<file path="config.mk">
export PLATFORM = sky130hd
export DESIGN_NAME = ssp_port
export DESIGN_NICKNAME = d
export VERILOG_FILES = /design/src/pkg/ssp_pkg.sv /design/src/logic/ssp_port.sv
export SDC_FILE = /design/constraint.sdc
export NUM_CORES = 1
export LEC_CHECK = 0
export BUFFER_PORTS_ARGS = -buffer_cell sky130_fd_sc_hd__buf_2
export CAP_MARGIN = 0
export CELL_PAD_IN_SITES_DETAIL_PLACEMENT = 1
export CELL_PAD_IN_SITES_GLOBAL_PLACEMENT = 1
export CORE_MARGIN = 5
export CORE_UTILIZATION = 42
export CTS_CLUSTER_DIAMETER = 40
export CTS_CLUSTER_SIZE = 16
export DETAILED_ROUTE_END_ITERATION = 10
export PLACE_DENSITY_LB_ADDON = 0.1
export SLEW_MARGIN = 10
export SYNTH_ARGS = -nofsm -noshare
export SYNTH_HDL_FRONTEND = slang
export SYNTH_SLANG_ARGS = --single-unit
</file>
<file path="constraint.sdc">
create_clock -name i_clock -period 9.3 [get_ports i_clock]
set_input_delay 0.465 -clock i_clock [delete_from_list [all_inputs] [get_ports i_clock]]
set_output_delay 0.465 -clock i_clock [all_outputs]
set_load 0.05 [all_outputs]
</file>
<file path="src/pkg/ssp_pkg.sv">
// shared constants and types for the synchronous serial shift port
package ssp_pkg;
    localparam int          CLK_HZ          = 25000000;
    localparam int          RX_BPS          = 600000;
    localparam int          TX_BPS          = 800000;
    // half bit periods, rounded down so the rate never falls below the figure
    localparam logic [7:0]  RX_HALF         = 8'(CLK_HZ / RX_BPS / 2);
    localparam logic [7:0]  TX_HALF         = 8'(CLK_HZ / TX_BPS / 2);
    localparam int          BUF_DEPTH       = 16;
    localparam int          AW              = 4;
    localparam logic [5:0]  BITS_MIN        = 6'h02;
    localparam logic [5:0]  BITS_MAX        = 6'h20;
    localparam logic [5:0]  BYTE_BITS       = 6'h08;
    localparam logic [1:0]  ORDER_RESET     = 2'h1;
    localparam logic [1:0]  CMD_SLOTS       = 2'h3;

    typedef enum logic [1:0] {
        SSP_OP_RECV = 2'b00,
        SSP_OP_SEND = 2'b01,
        SSP_OP_READ = 2'b10
    } ssp_op_t;

    typedef enum logic [2:0] {
        SSP_IDLE  = 3'b000,
        SSP_LOAD  = 3'b001,
        SSP_LOW   = 3'b010,
        SSP_HIGH  = 3'b011,
        SSP_NEXT  = 3'b100,
        SSP_DONE  = 3'b101
    } ssp_state_t;
endpackage

</file>
<file path="src/logic/ssp_port.sv">
// synchronous serial shift port: word receive, word send, select byte read
`timescale 1ns/100ps
// Behaviour
// word receive samples input and gives one positive clock pulse per bit
// word receive uses 2 to 32 bits per word, same for all words
// receive modes 0,2 assemble MSB first; modes 1,3 LSB first
// modes 0,1 sample before first pulse; 2,3 before the second pulse
// receive exactly the count of words into consecutive entries then end
// both receive transfers run at 600 kbit/s; select read command bytes go out at the send rate
// word send drives data and pulses clock once per bit, 2 to 32 bits
// send mode 0 is LSB first, mode 1 MSB first
// word send runs at 800 kbit/s
// send exactly the count of words from consecutive entries then end
// select byte read drives chip select low unless no select is configured
// select byte read clocks in count bytes, one byte per entry, LSB default
// up to three command bytes go out first; unused slots are skipped
// shared line is driven for command bytes, then released for reading
// byte read order and edge follow the persistent frame order setting
// frame order 0 MSB, 1 LSB default, 2 MSB and 3 LSB late sample
// idle holds select high, clock low; select released after last byte
module ssp_port
    import ssp_pkg::*;
(
    input  wire logic              i_clock,
    input  wire logic              i_rst_n,
    input  wire logic              i_start,
    input  wire logic [1:0]        i_op,
    input  wire logic [1:0]        i_mode,
    input  wire logic [5:0]        i_bits_per_word,
    input  wire logic [AW:0]       i_count,
    input  wire logic              i_order_we,
    input  wire logic [1:0]        i_frame_order_setting,
    input  wire logic              i_select_used,
    input  wire logic              i_shared_line,
    input  wire logic [2:0]        i_slot_used,
    input  wire logic [23:0]       i_command_byte_slots,
    input  wire logic              i_wr_en,
    input  wire logic [AW-1:0]     i_wr_addr,
    input  wire logic [31:0]       i_wr_data,
    input  wire logic [AW-1:0]     i_rd_addr,
    input  wire logic              i_sdi,
    output logic                   o_sclk,
    output logic                   o_sdo,
    output logic                   o_sdo_oe_n,
    output logic                   o_cs_n,
    output logic                   o_busy,
    output logic                   o_done,
    output logic [31:0]            o_rd_data,
    output logic [1:0]             o_frame_order_setting
);

    // ****************************************
    // storage and input synchroniser
    // ****************************************
    logic [31:0]     word_buffer [BUF_DEPTH];
    logic            sdi_m_q;
    logic            sdi_s_q;
    ssp_state_t      state_q;
    ssp_op_t         op_q;
    logic [1:0]      mode_q;
    logic [5:0]      nbits_q;
    logic [5:0]      bit_q;
    logic [AW:0]     words_q;
    logic [AW-1:0]   idx_q;
    logic [1:0]      cmd_q;
    logic            cmd_phase_q;
    logic [7:0]      tick_q;
    logic [31:0]     sh_q;
    logic [31:0]     acc_q;
    logic            shared_q;

    always_ff @(posedge i_clock or negedge i_rst_n) begin
        if (!i_rst_n) begin
            sdi_m_q <= 1'b0;
            sdi_s_q <= 1'b0;
        end else begin
            sdi_m_q <= i_sdi;
            sdi_s_q <= sdi_m_q;
        end
    end

    // ****************************************
    // decode
    // ****************************************
    wire        is_recv   = (op_q == SSP_OP_RECV);
    wire        is_send   = (op_q == SSP_OP_SEND);
    wire        sending   = is_send || cmd_phase_q;
    // select read mode from frame order, word receive mode from the request
    wire [1:0]  rx_mode   = is_recv ? mode_q : o_frame_order_setting;
    wire        rx_msb    = !rx_mode[0];
    wire        rx_late   = rx_mode[1];
    wire        tx_msb    = is_send ? mode_q[0] : !o_frame_order_setting[0];
    wire [7:0]  half      = sending ? TX_HALF : RX_HALF;
    wire        tick_end  = (tick_q == half - 8'h01);
    wire        last_bit  = (bit_q == nbits_q - 6'h01);
    wire [5:0]  tx_pos    = tx_msb ? nbits_q - 6'h01 - bit_q : bit_q;
    wire        tx_bit    = sh_q[tx_pos[4:0]];
    wire [5:0]  rx_pos    = rx_msb ? nbits_q - 6'h01 - bit_q : bit_q;
    wire        slot_more = (cmd_q < CMD_SLOTS);
    wire [7:0]  slot_byte = i_command_byte_slots[{cmd_q[0] ? 2'h1 : 2'h0,
                                                   3'h0} +: 8];
    wire [7:0]  cmd_byte  = (cmd_q == 2'h2) ? i_command_byte_slots[23:16] : slot_byte;
    wire        clamp_lo  = (i_bits_per_word < BITS_MIN);
    wire        clamp_hi  = (i_bits_per_word > BITS_MAX);
    wire [5:0]  req_bits  = clamp_lo ? BITS_MIN : (clamp_hi ? BITS_MAX : i_bits_per_word);
    wire        go        = i_start && (state_q == SSP_IDLE) && (i_count != '0);
    wire [31:0] acc_set   = acc_q | (32'h1 << rx_pos[4:0]);
    wire [31:0] acc_clr   = acc_q & ~(32'h1 << rx_pos[4:0]);

    // ****************************************
    // sequencer
    // ****************************************
    // late sampling spends one dummy pulse at the start of every word, so the bit stream lags one bit per word
    logic       pre_q;
    always_ff @(posedge i_clock or negedge i_rst_n) begin
        if (!i_rst_n) begin
            state_q     <= SSP_IDLE;
            op_q        <= SSP_OP_RECV;
            mode_q      <= 2'h0;
            nbits_q     <= BYTE_BITS;
            bit_q       <= 6'h00;
            words_q     <= '0;
            idx_q       <= '0;
            cmd_q       <= 2'h0;
            cmd_phase_q <= 1'b0;
            tick_q      <= 8'h00;
            sh_q        <= 32'h0;
            acc_q       <= 32'h0;
            shared_q    <= 1'b0;
            pre_q       <= 1'b0;
            o_sclk      <= 1'b0;
            o_sdo       <= 1'b0;
            o_sdo_oe_n  <= 1'b1;
            o_cs_n      <= 1'b1;
            o_busy      <= 1'b0;
            o_done      <= 1'b0;
            o_frame_order_setting <= ORDER_RESET;
        end else begin
            o_done <= 1'b0;
            if (i_order_we && state_q == SSP_IDLE) begin
                o_frame_order_setting <= i_frame_order_setting;
            end
            case (state_q)
                SSP_IDLE: begin
                    o_sclk     <= 1'b0;
                    o_cs_n     <= 1'b1;
                    o_sdo_oe_n <= 1'b1;
                    if (go) begin
                        op_q        <= ssp_op_t'(i_op);
                        mode_q      <= i_mode;
                        nbits_q     <= (i_op == SSP_OP_READ) ? BYTE_BITS : req_bits;
                        words_q     <= i_count;
                        idx_q       <= '0;
                        cmd_q       <= 2'h0;
                        cmd_phase_q <= (i_op == SSP_OP_READ);
                        shared_q    <= i_shared_line;
                        o_busy      <= 1'b1;
                        o_cs_n      <= !((i_op == SSP_OP_READ) && i_select_used);
                        state_q     <= SSP_LOAD;
                    end
                end
                SSP_LOAD: begin
                    bit_q  <= 6'h00;
                    tick_q <= 8'h00;
                    acc_q  <= 32'h0;
                    pre_q  <= rx_late;
                    if (cmd_phase_q && !slot_more) begin
                        cmd_phase_q <= 1'b0;
                        o_sdo_oe_n  <= 1'b1;
                    end else if (cmd_phase_q && !i_slot_used[cmd_q]) begin
                        cmd_q <= cmd_q + 2'h1;
                    end else begin
                        sh_q    <= cmd_phase_q ? {24'h0, cmd_byte} : word_buffer[idx_q];
                        if (sending) begin
                            o_sdo_oe_n <= 1'b0;
                        end else if (shared_q) begin
                            o_sdo_oe_n <= 1'b1;
                        end
                        state_q <= SSP_LOW;
                    end
                end
                SSP_LOW: begin
                    o_sclk <= 1'b0;
                    if (sending) begin
                        o_sdo <= tx_bit;
                    end
                    tick_q <= tick_end ? 8'h00 : tick_q + 8'h01;
                    if (tick_end) begin
                        // sample ahead of the rising edge
                        if (!sending && !pre_q) begin
                            acc_q <= sdi_s_q ? acc_set : acc_clr;
                        end
                        o_sclk  <= 1'b1;
                        state_q <= SSP_HIGH;
                    end
                end
                SSP_HIGH: begin
                    tick_q <= tick_end ? 8'h00 : tick_q + 8'h01;
                    if (tick_end) begin
                        o_sclk <= 1'b0;
                        if (pre_q && !sending) begin
                            pre_q   <= 1'b0;
                            state_q <= SSP_LOW;
                        end else if (last_bit) begin
                            state_q <= SSP_NEXT;
                        end else begin
                            bit_q   <= bit_q + 6'h01;
                            state_q <= SSP_LOW;
                        end
                    end
                end
                SSP_NEXT: begin
                    if (cmd_phase_q) begin
                        cmd_q   <= cmd_q + 2'h1;
                        state_q <= SSP_LOAD;
                    end else begin
                        // results are written by the buffer port below
                        idx_q   <= idx_q + AW'(1);
                        words_q <= words_q - (AW+1)'(1);
                        state_q <= (words_q == (AW+1)'(1)) ? SSP_DONE : SSP_LOAD;
                    end
                end
                default: begin
                    o_cs_n     <= 1'b1;
                    o_sdo_oe_n <= 1'b1;
                    o_busy     <= 1'b0;
                    o_done     <= 1'b1;
                    state_q    <= SSP_IDLE;
                end
            endcase
        end
    end

    // ****************************************
    // buffer port: user writes when idle, results stored on word end
    // ****************************************
    wire        store   = (state_q == SSP_NEXT) && !cmd_phase_q && !is_send;
    always_ff @(posedge i_clock) begin
        if (store) begin
            word_buffer[idx_q] <= acc_q;
        end else if (i_wr_en && state_q == SSP_IDLE) begin
            word_buffer[i_wr_addr] <= i_wr_data;
        end
    end

    always_ff @(posedge i_clock or negedge i_rst_n) begin
        if (!i_rst_n) begin
            o_rd_data <= 32'h0;
        end else begin
            o_rd_data <= word_buffer[i_rd_addr];
        end
    end

    // ****************************************
    // pulse timing helper
    // ****************************************
    // counts high cycles; catches a rate drift that a short repetition cannot
    logic [7:0]      hi_cnt_q;
    always_ff @(posedge i_clock or negedge i_rst_n) begin
        if (!i_rst_n) begin
            hi_cnt_q <= 8'h00;
        end else begin
            hi_cnt_q <= o_sclk ? hi_cnt_q + 8'h01 : 8'h00;
        end
    end
endmodule

</file>
==> metrics.md, run 1 <==
| Metric | Value |
|---|---|
| CTS tree | `built` |
| Setup_tns | `0 ns` |
| Crit-path max FO | `18` |
| Syn Nets | `1922` |
| DRC | `0` |
| Vias | `18600` |
| Commonest non-fill, non-tap cells in the layout | `edfxtp_1 (512), mux4_2 (288), nand2_1 (195)` |
| Port Buffer Count | `131` |
| Min cycle time layout | `4.13 ns` |
| Placed instance area | `32300 µm²` |
| EDFF count, synth | `512` |
| Ys async rst share | `22.3%` |
| Yosys warning count | `0` |
| Final Hold Viols | `0` |
| Share of cells above drive strength 1 | `34.1%` |
| Top Family by Delay on Critical Path | `simple AND/OR/NAND/NOR gates` |
| Flops & latches, synth | `659` |
| Vias in the first global route | `20100` |
| FF-to-FF End | `word_buffer[15][11]` |
| Worst min path class | `in -> reg` |
| CP max stage delay | `0.70 ns` |
| Layout Nets | `2094` |
| Routed vias/inst | `6.12` |
| Fin crit share | `44.4%` |
| Synth Instances | `1817` |
| Root Driver | `clkbuf_16` |
| CTS Buf Count | `113` |
| WS Path Type | `reg -> reg` |
| CP Cell Sequence | `nor2_1, nand2_1, nor2_1, a32oi_1, or2_2, nor2_4, buf_4` |
| Status | `finished clean` |
| P&R area growth vs syn | `19.3%` |
| Horiz. Die Dim | `280 µm` |
| Clock Sinks | `659` |
| Core Area | `71700 µm²` |
| Detailed placement HPWL | `56400 µm` |
| Sw frac | `29.5%` |
| Max_slew headroom | `20.5%` |
| First-pass GRT wire length | `139000 µm` |
| Fin cells | `3039` |
| Unique masters post-synth | `70` |
| Routed WL | `94500 µm` |
| CP startpoint kind | `flop` |
| WL/cell | `31.1 µm` |
| Setup Skew | `0.0291 ns` |
| Critical Path End Type | `flop` |
| First-pass DRT Iterations | `5` |
| R2R Setup Slk | `5.17 ns` |
| PwrDens | `261 nW/µm²` |
| Area of the multi-input gates | `11100 µm²` |
| GRT overflow | `0` |
| Largest net degree at the start of global routing | `71` |
| Clock power share | `45.5%` |
| R2r startpoint | `state_q[0]` |
| Clk_lat worst skew | `0.68 ns` |
| Starting Density | `42.6%` |
| WP data arrival | `4.44 ns` |
| Antenna violations before repair | `0` |
| Hold_sp | `i_op[0]` |
| Most common cell after layout, fill and taps aside | `edfxtp_1` |
| Least-Margin Pin Slew | `1.16 ns` |
| WHS Endpoint | `op_q[0]` |
| DR iter-0 viols | `1651` |
| Slew Viols, Final | `0` |
| H-tree Lvls | `3` |
| Worst Hold Depth | `3` |
| Fillers | `6676` |
| Die Ht | `280 µm` |
| Fmax achieved | `242 MHz` |
| Int Pwr | `6.71 mW` |
| Worst-path clk slew | `0.05 ns` |
| Worst path slowest cell | `nor2_1` |
| P_sw | `2.81 mW` |
| Total GRT Usage | `24.1%` |
| CTS Buffer Depth | `3` |
| Leak | `12.6 nW` |
| Ant diodes | `0` |
| Post-CTS Resized | `0` |
| VDD IR max | `0.000155 V` |
| Antenna viol nets, final | `0` |
| Most used cell, CP | `nor2_1` |
| # rows | `98` |
| Full die area | `78200 µm²` |
| Post-Layout Inst Area | `36400 µm²` |
| Main synth FF type | `edfxtp_1` |
| Endpoints failing setup | `0` |
| IO Pins | `132` |
| WP buf/inv | `1` |
| Register area | `19100 µm²` |
| GPL Wtd Cong | `0.822` |
| Unrepaired setup endpoints after global routing | `no` |
| Synthesized area | `30500 µm²` |
| Post-Syn Area per Cell | `16.8 µm²` |
| Placed insts | `2818` |
| Flop pwr share | `37.6%` |
| Worst R2R Path Depth | `7` |
| Gate power share | `16.9%` |
| Max-cap violations | `0` |
| Worst endpoint required time | `9.62 ns` |
| Sequential share of the synthesized area | `62.4%` |
power groups by stage:
| stage | combinational [mW] | sequential [mW] | clock [mW] |
|---|---|---|---|
| after global routing | 1.72 | 3.60 | 4.57 |
| final | 1.61 | 3.58 | 4.34 |
| after CTS | 1.61 | 3.58 | 4.40 |
| after floorplan | 0.977 | 3.62 | 0 |
| after detailed placement | 1.60 | 3.63 | 0 |
| after global placement | 1.56 | 3.63 | 0 |
cell type report:
cell class                 instances  area share, %
sequential                       659           52.3
multi-input combinational       1025           30.4
clock buffer                     129           8.18
tap                              950           3.26
clock inverter                    86           2.89
timing repair buffer             173           2.77
inverter                          17          0.175
state kept, by name, indices dropped and copies added, names as in the netlist, 2 cells and up:
name and cells:
sh_q 32, o_rd_data 32, idx_q 4, words_q 5
word_buffer 512, op_q 2, o_frame_order_setting 2, bit_q 6
nbits_q 6, state_q 3, tick_q 8, cmd_q 2
mode_q 2, acc_q 32
routing by layer:
metal / track usage [%] / up-vias / part of all wire (%) / wire, µm
met5: 0 / - / 0 / 0
met4: 7.87 / 0 / 3.2 / 3020
met3: 4.16 / 165 / 6.0 / 5680
met2: 41.0 / 619 / 50 / 47200
met1: 32.0 / 10000 / 41 / 38600
li1: - / 7790 / - / -
metrics by stage:
step                      power [mW]  hold WS [ns]  util (%)  setup slack, ns
final                           9.52        0.0368      50.8             5.17
after global routing            9.89        0.0341      50.8             4.83
after CTS                       9.59       0.00738      50.8             5.21
after detailed placement        5.23         0.352      45.1             5.22
after global placement          5.19         0.334      45.0             4.83
after floorplan                 4.60         0.169         -             5.57
Yosys cell counts (all sizes together), types with 16 or more instances:
cell type  instances  share of area (%)
nor3              24               0.39
nor2              63               0.77
a22o              25               0.72
a21oi             73                1.2
mux4             292                 22
inv               16               0.20
mux2i             63                2.1
o21ai            118                1.9
nand2            196                2.4
clkbuf            77               0.96
buf               39               0.64
edfxtp           512                 50
dfrtp            143                 12
logic make-up (layout without fill, tap and decap cells):
group	count (synthesis)	in the layout	share of synthesized area, %
AO/OA/AOI/OAI	286	286	5.71
XOR/XNOR	14	14	0.402
multiplexers	368	368	24.2
AND/OR/NAND/NOR	344	344	4.93
buffers and inverters	133	405	1.81
adder cells (fa/ha/maj)	13	13	0.557
flip-flops	659	659	62.4
worst max-delay path by stage:
stage	slack (ns)	cells past startpoint	from	endpoint
detailed placement	5.22	6	state_q[0]	word_buffer[15][31]
finish	5.17	7	state_q[0]	word_buffer[15][11]
floorplan	5.57	7	idx_q[0]	word_buffer[15][0]
CTS	5.21	6	state_q[0]	word_buffer[15][7]
global placement	4.83	9	bit_q[0]	o_sdo
global route	4.83	6	state_q[1]	word_buffer[15][7]
repair_timing:
item,CTS,global route
buffers inserted,0,0
endpoints found under the hold margin,47,0
setup endpoints to repair,0,0
hold buffers,6,0
tightest hold or removal path: cells and delay by family:
family / cells / cell delay (ns)
simple gates: 2 / 0.10
buf+inv: 1 / 0.09
Note: power is estimated with default switching activity, not from simulation.
==> run 2, diff against run 1 <==
==> constraint.sdc (replaced) <==
create_clock -name i_clock -period 3.8 [get_ports i_clock]
set_input_delay 0.19 -clock i_clock [delete_from_list [all_inputs] [get_ports i_clock]]
set_output_delay 0.19 -clock i_clock [all_outputs]
set_load 0.05 [all_outputs]
==> run 2 against run 1 <==
Hold slack better by 0.0036 ns. First-iteration DRC count increased by 3.3%. Utilization grew 1.1 points. Sequential power up 140%. Count of clock-buffer cells in the layout increased by 4. Wire length up 2.7%. Critical endpoint is now acc_q[24]. Register-to-register slack got worse by 4.7 ns. Critical path depth unchanged. Sequential cell count stayed put.
==> metrics.md, run 2 (synthesis results as in run 1) <==
| Metric | Value |
|---|---|
| Share of cells above drive strength 1 | `34.8% (+0.63 points)` |
| Sw frac | `29.0% (-0.51 points)` |
| Worst min path class | `in -> reg` |
| Post-CTS Resized | `0 (unchanged)` |
| Die Ht | `280 µm (unchanged)` |
| Max reg flops | `512 (unchanged)` |
| Vias | `18900 (+1.7%)` |
| # rows | `98 (unchanged)` |
| Worst-path clk slew | `0.06 ns (about the same)` |
| Fin crit share | `87.5% (+43 points)` |
| Cts hold-fix bufs | `31 (+25)` |
| Full die area | `78200 µm² (unchanged)` |
| Routed WL | `97000 µm (+2.7%)` |
| Setup_tns | `0 ns (unchanged)` |
| Commonest non-fill, non-tap cells in the layout | `edfxtp_1 (512), mux4_2 (288), nand2_1 (195)` |
| Max layer used | `met4` |
| DR iter-0 viols | `1706 (+3.3%)` |
| Fmax achieved | `301 MHz (+24%)` |
| Fillers | `6734 (+0.87%)` |
| Endpoints failing setup | `0 (unchanged)` |
| Critical Path End Type | `flop` |
| Met2 routed WL | `48700 µm (+3.2%)` |
| WS Path Type | `reg -> reg` |
| First-pass DRT Iterations | `5 (unchanged)` |
| Slew Viols, Final | `0 (unchanged)` |
| PwrDens | `616 nW/µm² (+140%)` |
| Most common cell after layout, fill and taps aside | `edfxtp_1` |
| Antenna viol nets, final | `0 (unchanged)` |
| H-tree Lvls | `3 (unchanged)` |
| Worst endpoint required time | `4.35 ns (-5.27 ns)` |
| Port Buffer Count | `131 (unchanged)` |
| Root Driver | `clkbuf_16` |
| P&R area growth vs syn | `21.8%` |
| Setup bufs post-CTS | `0 (unchanged)` |
| Status | `finished clean` |
| Area of the multi-input gates | `11000 µm² (-0.24%)` |
| Gate power share | `16.6% (-0.3 points)` |
| CTS Buf Count | `114 (+0.88%)` |
| Detailed placement HPWL | `60500 µm (+7.3%)` |
| Total GRT Usage | `24.8% (+0.64 points)` |
| P_sw | `6.64 mW (+140%)` |
| Final Hold Viols | `0 (unchanged)` |
| First-pass GRT wire length | `142000 µm (+2.4%)` |
| Clock power share | `45.4% (about the same)` |
| Min cycle time layout | `3.33 ns (-0.802 ns)` |
| WP data arrival | `3.88 ns (-0.56 ns)` |
| DRC | `0 (unchanged)` |
| Core Area | `71700 µm² (unchanged)` |
| CP max stage delay | `0.90 ns (+0.20 ns)` |
| Crit-path max FO | `14 (-4)` |
| WHS | `0.0404 ns (+0.00357 ns)` |
| Starting Density | `42.6% (unchanged)` |
| Int Pwr | `16.3 mW (+140%)` |
| Clock Sinks | `659 (unchanged)` |
| Routed vias/inst | `6.09 (-0.53%)` |
| Layout Nets | `2159 (+3.1%)` |
| Unrepaired setup endpoints after global routing | `no` |
| Met1 wire length | `41500 µm (+7.7%)` |
| Antenna violations before repair | `1 (+1)` |
| Horiz. Die Dim | `280 µm (unchanged)` |
| Most flop-heavy register | `word_buffer` |
| DR WL met3 | `4950 µm (-13%)` |
| R2R Setup Slk | `0.47 ns (-4.70 ns)` |
| Setup Skew | `0.0327 ns (+0.00356 ns)` |
| IO Pins | `132 (unchanged)` |
| GPL Wtd Cong | `0.808 (-1.6%)` |
| Worst path slowest cell | `mux2i_1` |
| Least-Margin Pin Slew | `1.04 ns (-0.118 ns)` |
| CP startpoint kind | `flop` |
| Largest net degree at the start of global routing | `71 (unchanged)` |
| GRT overflow | `0 (unchanged)` |
| CTS Buffer Depth | `3 (unchanged)` |
| Leak | `13.0 nW (+2.9%)` |
| CTS tree | `built` |
| Register area | `19100 µm² (unchanged)` |
| CP Cell Sequence | `nor2_1, mux2i_1, a21oi_1, nor3_1, a21oi_1, o21ai_1, o21ai_0` |
| Most used cell, CP | `a21oi_1` |
| Clk_lat worst skew | `0.69 ns (about the same)` |
| VDD IR max | `0.000423 V (+170%)` |
| Vias in the first global route | `20200 (+0.53%)` |
| Flop pwr share | `38.1% (+0.5 points)` |
| Max-cap violations | `0 (unchanged)` |
| Max_slew headroom | `28.6% (+8.1 points)` |
| WL/cell | `31.2 µm (+0.44%)` |
## run 2: power by group through the flow
stage                     logic (mW)  clock network [mW]  registers, mW
final                           3.79                10.4           8.71
after global routing            4.12                10.9           8.76
after floorplan                 2.39                   0           8.87
after detailed placement        3.75                   0           8.84
after global placement          3.68                   0           8.82
after CTS                       3.81                10.6           8.71
## run 2: cell type report
type                       instances  share of cell area [%]
clock inverter                    84                    2.56
antenna                            1                 0.00673
timing repair buffer             237                    5.02
inverter                          17                   0.172
sequential                       659                    51.3
tap                              950                    3.20
clock buffer                     133                    8.08
multi-input combinational       1025                    29.7
## run 2: worst max-delay path: cells and delay by family, from the launching register on
family           cells  cell delay [ns]
multiplexers         1             0.90
AO/OA/AOI/OAI        4             0.81
flip-flops           1             0.43
AND/OR/NAND/NOR      2             1.07
## run 2: final timing paths
check,to,from,cells after the start
worst min-delay path,sh_q[6],i_command_byte_slots[22],5
worst min register to register,sdi_s_q,sdi_m_q,0
worst max-delay path,acc_q[24],op_q[0],7
worst max register to register,acc_q[24],op_q[0],7
min in group asynchronous,words_q[2],i_rst_n,2
max in group asynchronous,o_rd_data[30],i_rst_n,3
## run 2: stage by stage
step                cell area [µm²]  util (%)  setup slack, ns  std cells  total power [mW]
global route                  37200      51.8            0.104       3105              23.8
CTS                           37200      51.8            0.505       3105              23.1
detailed placement            32900      45.9            0.503       2857              12.6
finish                        37200      51.8            0.475       3106              22.9
floorplan                     30500         -           0.0695       1817              11.3
global placement              32900      45.9            0.546       2857              12.5
## run 2: per-layer routing
metal	global-route usage [%]	vias to the layer above
li1	-	7927
met1	34.8	10300
met2	41.6	579
met3	3.70	133
met4	5.65	0
met5	0	-
